==> src/shared/nfcq_pkg.sv <==
package nfcq_pkg;
	// ----------------------------------------------------------------
	// register offsets
	// ----------------------------------------------------------------
	localparam logic [6:0] ADDR_CONFIG    = 7'h02;
	localparam logic [6:0] ADDR_THRESHOLD = 7'h03;
	localparam logic [6:0] ADDR_FILL      = 7'h04;
	localparam logic [6:0] ADDR_DATA      = 7'h05;
	// ----------------------------------------------------------------
	// queue_config field positions
	// ----------------------------------------------------------------
	localparam int CFG_CAP_BIT   = 7;
	localparam int CFG_NFULL_BIT = 6;
	localparam int CFG_NEMPT_BIT = 5;
	localparam int CFG_CLEAR_BIT = 4;
	localparam int CFG_THR8_BIT  = 2;
	localparam int CFG_FILL9_BIT = 1;
	localparam int CFG_FILL8_BIT = 0;
	// ----------------------------------------------------------------
	// sizes and reset values
	// ----------------------------------------------------------------
	localparam logic [9:0] CAP_SMALL   = 10'h0ff;
	localparam logic [9:0] CAP_LARGE   = 10'h200;
	localparam int         DEPTH       = 512;
	localparam int         PTR_W       = 9;
	localparam logic       RST_CAP     = 1'b0;
	localparam logic [7:0] RST_THR     = 8'h00;
	localparam logic [9:0] RST_FILL    = 10'h000;
	localparam logic [7:0] RST_RDATA   = 8'h00;
	localparam logic [6:0] RST_ADDR    = 7'h00;
	localparam logic       RST_THR8    = 1'h0;
	localparam logic       RST_NFULL   = 1'h0;
	localparam logic       RST_NEMPT   = 1'h1;
endpackage

==> src/design/nfcq_mem.sv <==
`timescale 1ns/1ps
// byte store: one write port, one asynchronous read port
module nfcq_mem
(
	// clock
	input  wire logic                        i_clk,
	// write side
	input  wire logic                        i_we,
	input  wire logic [nfcq_pkg::PTR_W-1:0]  i_waddr,
	input  wire logic [7:0]                  i_wdata,
	// read side
	input  wire logic [nfcq_pkg::PTR_W-1:0]  i_raddr,
	output logic      [7:0]                  o_rdata
);
	logic [7:0] mem [nfcq_pkg::DEPTH];

	// storage carries no reset; contents are only meaningful below the fill count
	always_ff @(posedge i_clk)
	begin
		if (i_we)
			mem[i_waddr] <= i_wdata;
	end

	assign o_rdata = mem[i_raddr];
endmodule

==> src/design/nfcq_fifo.sv <==
`timescale 1ns/1ps
// Summary of operation
// - capacity select bit 7 set gives 255 bytes, clear gives 512 bytes.
// - near-full flag bit 6 is one when capacity minus fill <= threshold.
// - near-empty flag bit 5 is one when fill <= threshold.
// - writing one to clear bit 4 empties queue; bit reads as zero.
// - config bit 2 is threshold bit 8, used only in 512-byte mode.
// - config bits 1:0 show fill count bits 9:8, meaningful in 512 mode.
// - fill count register at 04h shows low eight count bits, resets 00h.
// - data port write pushes and increments; read pops and decrements.
// - address pointer does not advance on accesses to data port 05h.
// - queue is an 8-bit port; reads return the oldest stored byte.
// - threshold register at 03h is host read/write, low threshold bits.
module nfcq_fifo
(
	// clock and reset
	input  wire logic       i_clk,
	input  wire logic       i_reset,
	// register access port
	input  wire logic       i_start,
	input  wire logic [6:0] i_start_addr,
	input  wire logic       i_wr,
	input  wire logic       i_rd,
	input  wire logic [7:0] i_wdata,
	// read answer and pointer
	output logic      [7:0] o_rdata,
	output logic            o_rvalid,
	output logic      [6:0] o_addr,
	// status
	output logic            o_near_full_flag,
	output logic            o_near_empty_flag,
	output logic      [9:0] o_fill_count
);
	// ----------------------------------------------------------------
	// state
	// ----------------------------------------------------------------
	// address pointer
	logic [6:0]                 addr_r;
	logic [6:0]                 addr_nxt;
	// configuration
	logic                       cap_r;
	logic                       cap_nxt;
	logic                       thr8_r;
	logic                       thr8_nxt;
	logic [7:0]                 thr_r;
	logic [7:0]                 thr_nxt;
	// queue bookkeeping
	logic [9:0]                 fill_r;
	logic [9:0]                 fill_nxt;
	logic [nfcq_pkg::PTR_W-1:0] wptr_r;
	logic [nfcq_pkg::PTR_W-1:0] wptr_nxt;
	logic [nfcq_pkg::PTR_W-1:0] rptr_r;
	logic [nfcq_pkg::PTR_W-1:0] rptr_nxt;
	// read answer
	logic [7:0]                 rdata_r;
	logic [7:0]                 rdata_nxt;
	logic                       rvalid_r;
	logic                       rvalid_nxt;
	// alert flags
	logic                       nfull_r;
	logic                       nfull_nxt;
	logic                       nempt_r;
	logic                       nempt_nxt;

	// decode helpers
	logic [6:0]                 cur_addr;
	logic [9:0]                 cap_val;
	logic [9:0]                 cap_nv;
	logic [9:0]                 thr_full;
	logic                       is_full;
	logic                       is_empty;
	logic                       push;
	logic                       pop;
	logic                       clear;
	logic [7:0]                 mem_q;
	logic [nfcq_pkg::PTR_W-1:0] wptr_inc;
	logic [nfcq_pkg::PTR_W-1:0] rptr_inc;
	logic [7:0]                 cfg_byte;

	nfcq_mem u_mem
	(
		.i_clk   (i_clk),
		.i_we    (push),
		.i_waddr (wptr_r),
		.i_wdata (i_wdata),
		.i_raddr (rptr_r),
		.o_rdata (mem_q)
	);

	// ----------------------------------------------------------------
	// decode
	// ----------------------------------------------------------------
	always_comb
	begin
		cur_addr = i_start ? i_start_addr : addr_r;
		cap_val  = cap_r ? nfcq_pkg::CAP_SMALL : nfcq_pkg::CAP_LARGE;
		is_full  = (fill_r >= cap_val);
		is_empty = (fill_r == 10'h000);
		push     = i_wr && (cur_addr == nfcq_pkg::ADDR_DATA) && !is_full;
		pop      = i_rd && (cur_addr == nfcq_pkg::ADDR_DATA) && !is_empty;
		clear    = i_wr && (cur_addr == nfcq_pkg::ADDR_CONFIG) && i_wdata[nfcq_pkg::CFG_CLEAR_BIT];
		wptr_inc = wptr_r + 9'h001;
		rptr_inc = rptr_r + 9'h001;
	end

	// ----------------------------------------------------------------
	// address pointer
	// ----------------------------------------------------------------
	always_comb
	begin
		// i_start loads the pointer even when no access comes with it
		addr_nxt = cur_addr;

		// the data port holds the pointer so burst accesses keep reaching the queue
		if ((i_wr || i_rd) && (cur_addr != nfcq_pkg::ADDR_DATA))
			addr_nxt = cur_addr + 7'h01;
	end

	always_ff @(posedge i_clk or posedge i_reset)
	begin
		if (i_reset)
			addr_r <= nfcq_pkg::RST_ADDR;
		else
			addr_r <= addr_nxt;
	end

	// ----------------------------------------------------------------
	// configuration and threshold
	// ----------------------------------------------------------------
	always_comb
	begin
		cap_nxt  = cap_r;
		thr8_nxt = thr8_r;
		thr_nxt  = thr_r;

		// capacity takes effect at once; stored bytes are not moved, so the host clears first
		if (i_wr)
		begin
			case (cur_addr)
				nfcq_pkg::ADDR_CONFIG:
				begin
					cap_nxt  = i_wdata[nfcq_pkg::CFG_CAP_BIT];
					thr8_nxt = i_wdata[nfcq_pkg::CFG_THR8_BIT];
				end
				nfcq_pkg::ADDR_THRESHOLD:
					thr_nxt = i_wdata;
				default:
				begin
					// fill count, data port and unmapped addresses leave the settings alone
					cap_nxt  = cap_r;
					thr8_nxt = thr8_r;
					thr_nxt  = thr_r;
				end
			endcase
		end
	end

	always_ff @(posedge i_clk or posedge i_reset)
	begin
		if (i_reset)
		begin
			cap_r  <= nfcq_pkg::RST_CAP;
			thr8_r <= nfcq_pkg::RST_THR8;
			thr_r  <= nfcq_pkg::RST_THR;
		end
		else
		begin
			cap_r  <= cap_nxt;
			thr8_r <= thr8_nxt;
			thr_r  <= thr_nxt;
		end
	end

	// ----------------------------------------------------------------
	// queue pointers and fill count
	// ----------------------------------------------------------------
	always_comb
	begin
		wptr_nxt = wptr_r;
		rptr_nxt = rptr_r;
		fill_nxt = fill_r;

		// pointers wrap over the whole store in both capacities; only the count decides fullness
		if (push)
			wptr_nxt = wptr_inc;
		if (pop)
			rptr_nxt = rptr_inc;
		// a refused push or pop falls to the default and leaves the count
		case ({push, pop})
			2'h2:    fill_nxt = fill_r + 10'h001;
			2'h1:    fill_nxt = fill_r - 10'h001;
			default: fill_nxt = fill_r;
		endcase

		// clear wins over a same-cycle push or pop and restarts both pointers
		if (clear)
		begin
			fill_nxt = nfcq_pkg::RST_FILL;
			wptr_nxt = '0;
			rptr_nxt = '0;
		end
	end

	always_ff @(posedge i_clk or posedge i_reset)
	begin
		if (i_reset)
		begin
			fill_r <= nfcq_pkg::RST_FILL;
			wptr_r <= '0;
			rptr_r <= '0;
		end
		else
		begin
			fill_r <= fill_nxt;
			wptr_r <= wptr_nxt;
			rptr_r <= rptr_nxt;
		end
	end

	// ----------------------------------------------------------------
	// read answer
	// ----------------------------------------------------------------
	always_comb
	begin
		// clear bit and the spare bit 3 always read zero
		cfg_byte                          = 8'h00;
		cfg_byte[nfcq_pkg::CFG_CAP_BIT]   = cap_r;
		cfg_byte[nfcq_pkg::CFG_NFULL_BIT] = nfull_r;
		cfg_byte[nfcq_pkg::CFG_NEMPT_BIT] = nempt_r;
		cfg_byte[nfcq_pkg::CFG_CLEAR_BIT] = 1'h0;
		cfg_byte[nfcq_pkg::CFG_THR8_BIT]  = thr8_r;
		cfg_byte[nfcq_pkg::CFG_FILL9_BIT] = fill_r[9];
		cfg_byte[nfcq_pkg::CFG_FILL8_BIT] = fill_r[8];

		// rvalid strobes once per read, refused pops included
		rdata_nxt  = rdata_r;
		rvalid_nxt = i_rd;
		if (i_rd)
		begin
			case (cur_addr)
				nfcq_pkg::ADDR_CONFIG:    rdata_nxt = cfg_byte;
				nfcq_pkg::ADDR_THRESHOLD: rdata_nxt = thr_r;
				nfcq_pkg::ADDR_FILL:      rdata_nxt = fill_r[7:0];
				// an empty queue answers zero rather than a stale byte
				nfcq_pkg::ADDR_DATA:      rdata_nxt = is_empty ? nfcq_pkg::RST_RDATA : mem_q;
				default:                  rdata_nxt = nfcq_pkg::RST_RDATA;
			endcase
		end
	end

	always_ff @(posedge i_clk or posedge i_reset)
	begin
		if (i_reset)
		begin
			rdata_r  <= nfcq_pkg::RST_RDATA;
			rvalid_r <= 1'h0;
		end
		else
		begin
			rdata_r  <= rdata_nxt;
			rvalid_r <= rvalid_nxt;
		end
	end

	// ----------------------------------------------------------------
	// alert flags
	// ----------------------------------------------------------------
	always_comb
	begin
		// built from the next count so the flags and the count move on the same edge
		cap_nv    = cap_nxt ? nfcq_pkg::CAP_SMALL : nfcq_pkg::CAP_LARGE;

		// threshold bit 8 is ignored in the 255-byte mode
		thr_full  = {1'h0, (thr8_nxt && !cap_nxt), thr_nxt};
		// count can exceed 255 after a mode change without a clear; clamp the subtraction
		nfull_nxt = (fill_nxt >= cap_nv) || ((cap_nv - fill_nxt) <= thr_full);
		nempt_nxt = (fill_nxt <= thr_full);
	end

	always_ff @(posedge i_clk or posedge i_reset)
	begin
		if (i_reset)
		begin
			nfull_r <= nfcq_pkg::RST_NFULL;
			nempt_r <= nfcq_pkg::RST_NEMPT;
		end
		else
		begin
			nfull_r <= nfull_nxt;
			nempt_r <= nempt_nxt;
		end
	end

	// ----------------------------------------------------------------
	// outputs
	// ----------------------------------------------------------------
	assign o_rdata           = rdata_r;
	assign o_rvalid          = rvalid_r;
	assign o_addr            = addr_r;
	assign o_near_full_flag  = nfull_r;
	assign o_near_empty_flag = nempt_r;
	assign o_fill_count      = fill_r;
endmodule

==> config.mk <==
export PLATFORM = sky130hd
export DESIGN_NAME = nfcq_fifo
export DESIGN_NICKNAME = d
export VERILOG_FILES = /design/src/shared/nfcq_pkg.sv /design/src/design/nfcq_mem.sv /design/src/design/nfcq_fifo.sv
export SDC_FILE = /design/constraint.sdc
export NUM_CORES = 2
export LEC_CHECK = 0
export BUFFER_PORTS_ARGS = -buffer_cell sky130_fd_sc_hd__clkbuf_2
export CAP_MARGIN = 20
export CORE_AREA = 2 2 616 771
export DETAILED_ROUTE_END_ITERATION = 8
export DIE_AREA = 0 0 618 773
export RECOVER_POWER = 50
export SLEW_MARGIN = 0
export SYNTH_ARGS = -nofsm -noshare
export SYNTH_HDL_FRONTEND = slang
export SYNTH_SLANG_ARGS = --single-unit
==> constraint.sdc <==
create_clock -name i_clk -period 6.51 [get_ports i_clk]
set_input_delay 0.651 -clock i_clk [delete_from_list [all_inputs] [get_ports i_clk]]
set_output_delay 0.651 -clock i_clk [all_outputs]
set_load 0.02 [all_outputs]
==> reports/metrics.yaml <==
ios: 48
clk_pin_slew_worst_paths_ns: 0.06
drt_first_pass_iters: 8
coreArea_um2: 470700
rsz0062_at_grt: "no"
comb_power_share_pct: 12.6
leakage_nw: 56.67
ys_top_cells_by_count: "edfxtp_1 (4096), mux4_2 (946), nor3_1 (506), mux2i_1 (379), clkbuf_1 (288)"
syn_area_um2: 164000
crit_arrival_ns: 6.81
crit_fanout: 119
worst_pin_slew_ns: 5.812
drv_cap: 33
muxShareOfSynthArea_pct: 15.61
clockBufferDepth: 4
hold_viol_final: 0
p_clk_share_pct: 37.1
die_h_um: 773
violations: "capacitance limit, slew limit"
via_per_inst: 5.685
die_w_um: 618
fp-row-count: 282
insertion_delay_ns: 0.96
dpl.hpwl_um: 303600
antenna_found_initial: 28
drt_iter0_markers: 11510
vdd_drop_max_mv: 0.2190
ys_seq_area_share_pct: 75.84
start_util_pct: 34.85
hold_class: "in -> reg"
area_delta_synth_final_pct: 14.31
gp_congestion: 0.8634
htree_levels: 5
cts_sinks: 4152
post_dp_cell_area_um2: 175600
drc_errors: 0
synth_top_family_by_area: "multiplexers"
p_per_area_nw_per_um2: 313.8
io_buffers: 47
power.internal_mw: 43.65
yosysTopAreaCellShare_pct: 74.98
root_buffer: "clkbuf_16"
critPathCaptureType: "flip-flop"
min_period_over_period_pct: 95.64
synth_edf_count: 4096
seqPwrFrac_pct: 50.3
synth_compound_area_share_pct: 3.035
synth-xor-area-share_pct: 0.1922
drt_wl_total_um: 490500
fin_setup_tns_ns: 0
finalCriticalPeriod_ns: 6.226
setup_viol: 0
net-switching-power_mw: 15.19
finalInstanceArea_um2: 187500
yosys_warnings: 0
tritoncts: "done"
yosysTopAreaCell: "edfxtp_1"
synth_adder_area_share_pct: 0.3783
post-synth-top-count-cell: "edfxtp_1"
sw_frac_of_total_pct: 25.81
fin_skew_ns: 0.05444
syn_inst: 7968
avgSynthCellArea_um2: 20.59
ys_ff_latch: 4152
finalMaxSlewViolations: 2304
grt_max_degree: 181
cts_buffers: 377
grt_overflow: 0
critPathLaunchType: "input pin"
grt_pass1_wl_um: 686300
fin_util_pct: 39.84
num-nets-final: 8712
status: "finished, violations left"
maxSlewHeadroom_pct: -287.5
drive_gt1_share_pct: 26.32
fmax_ghz: 0.1606
crit_type: "in -> reg"
ant_nets: 0
fillerInstances: 41740
routed-via-count: 86440
synth-async-reset-ratio_pct: 1.349
synth_ff_type: "edfxtp_1"
ys_types: 85
mappedNetlistNets: 8037
grt_usage_pct: 20.09
required_ns: 7.10
die_area_um2: 477700
grt_pass1_vias: 87560
yosys-top-cells-area: "edfxtp_1 (75%), mux4_2 (13%), mux2i_1 (2.3%)"
wl_per_cell_um: 32.26
yosys.area_share.simple_pct: 3.065
-- stage by stage --
step / setup WS [ns] / std cells / power, mW / hold slack [ns]
2_1_floorplan: 0.001541 / 7968 / 33.56 / 0.4966
3_3_place_gp: 0.001134 / 14240 / 37.44 / 0.5933
3_5_place_dp: 0.1196 / 14460 / 37.46 / 0.5835
4_1_cts: 0.1335 / 15150 / 58.99 / 0.01051
5_1_grt: 0.002188 / 15200 / 60.18 / 0.06766
6_report: 0.2835 / 15210 / 58.84 / 0.06505
-- kinds of logic (layout without fill, tap and decap cells) --
kind of cell	Yosys count	count (layout)
flops	4152	4152
simple gates	1050	1050
compound gates	736	736
buf+inv	584	1564
other cells	0	9
xor+xnor	36	36
mux	1361	1361
fa+ha+maj	49	49
-- worst max-delay path, cell delays in order --
cell and delay, ns:
clkbuf_1 1.06, dlymetal6s2s_1 3.73, buf_4 1.13
-- registers in the layout (all words and copies together), names as in the netlist --
signal             flops
thr8_r                 1
u_mem.mem           4096
o_addr                 7
thr_r                  8
cap_r                  1
wptr_r                 9
o_near_full_flag       1
o_near_empty_flag      1
rptr_r                 9
o_rvalid               1
o_rdata                8
o_fill_count          10
-- per-layer routing --
| layer | GRT usage [%] | vias to the layer above | part of all wire [%] |
|---|---|---|---|
| li1 | - | 34720 | - |
| met1 | 24.81 | 46120 | 36 |
| met2 | 33.89 | 4626 | 50 |
| met3 | 3.837 | 948 | 8.9 |
| met4 | 9.776 | 18 | 5.6 |
| met5 | 0 | - | 0.023 |
-- repair_timing --
action | 4_1_cts | 5_1_grt
hold buffers | 2 | 0
resized for setup | 0 | 12
buffers inserted | 0 | 1
endpoints found under the hold margin | 56 | 0
endpoints found under the setup margin | 0 | 1
-- worst paths after layout --
check                           slack [ns]       startpoint                end  cells past startpoint
worst max-delay path                  0.28       i_wdata[3]  u_mem.mem[141][3]                      3
max in group asynchronous             2.63          i_reset          rptr_r[4]                      4
worst min register to register        0.61       o_rdata[7]         o_rdata[7]                      1
worst max register to register        0.32            cap_r   o_near_full_flag                     30
min in group asynchronous             1.55          i_reset           o_rvalid                      4
worst min-delay path                  0.07  i_start_addr[6]          o_addr[6]                      3
-- cell type report --
type	instances	area, um^2	share of cell area (%)
Sequential cell	4152	124400	66.36
Multi-Input combinational cell	3232	36880	19.67
Clock buffer	455	9811	5.232
Tap cell	6248	7818	4.169
Timing Repair Buffer	840	6335	3.378
Clock inverter	229	2053	1.095
Inverter	40	165.2	0.08808
Antenna cell	9	22.52	0.01201
-- power groups by stage --
stage	combinational, mW	sequential, mW	clock (mW)
floorplan	3.51	30.0	0
global placement	7.30	30.1	0
detailed placement	7.33	30.1	0
CTS	7.35	29.5	22.1
global route	7.58	29.6	23.0
finish	7.40	29.6	21.8
-- cell usage in the layout (no fill, tap or decap), types with 15 or more instances in the layout --
cell type	instances
bufinv_16	30
dfrtp_1	47
xnor2_1	25
nor2_1	140
nor3_1	504
inv_1	33
a31oi_1	26
o221ai_1	39
buf_2	92
a21oi_1	157
mux4_2	946
clkinv_1	93
a211oi_1	52
mux2i_1	379
clkinvlp_4	16
o21ai_0	114
o22ai_1	72
clkbuf_2	46
nor2b_1	32
nand4_1	15
nand3_1	36
nand2_1	202
a22oi_1	58
clkinv_2	63
buf_12	42
buf_4	588
edfxtp_1	4096
clkbuf_1	126
ha_1	47
o211ai_1	24
a221oi_1	58
clkbuf_16	380
mux2_2	26
(Power assumes the default switching activity.)
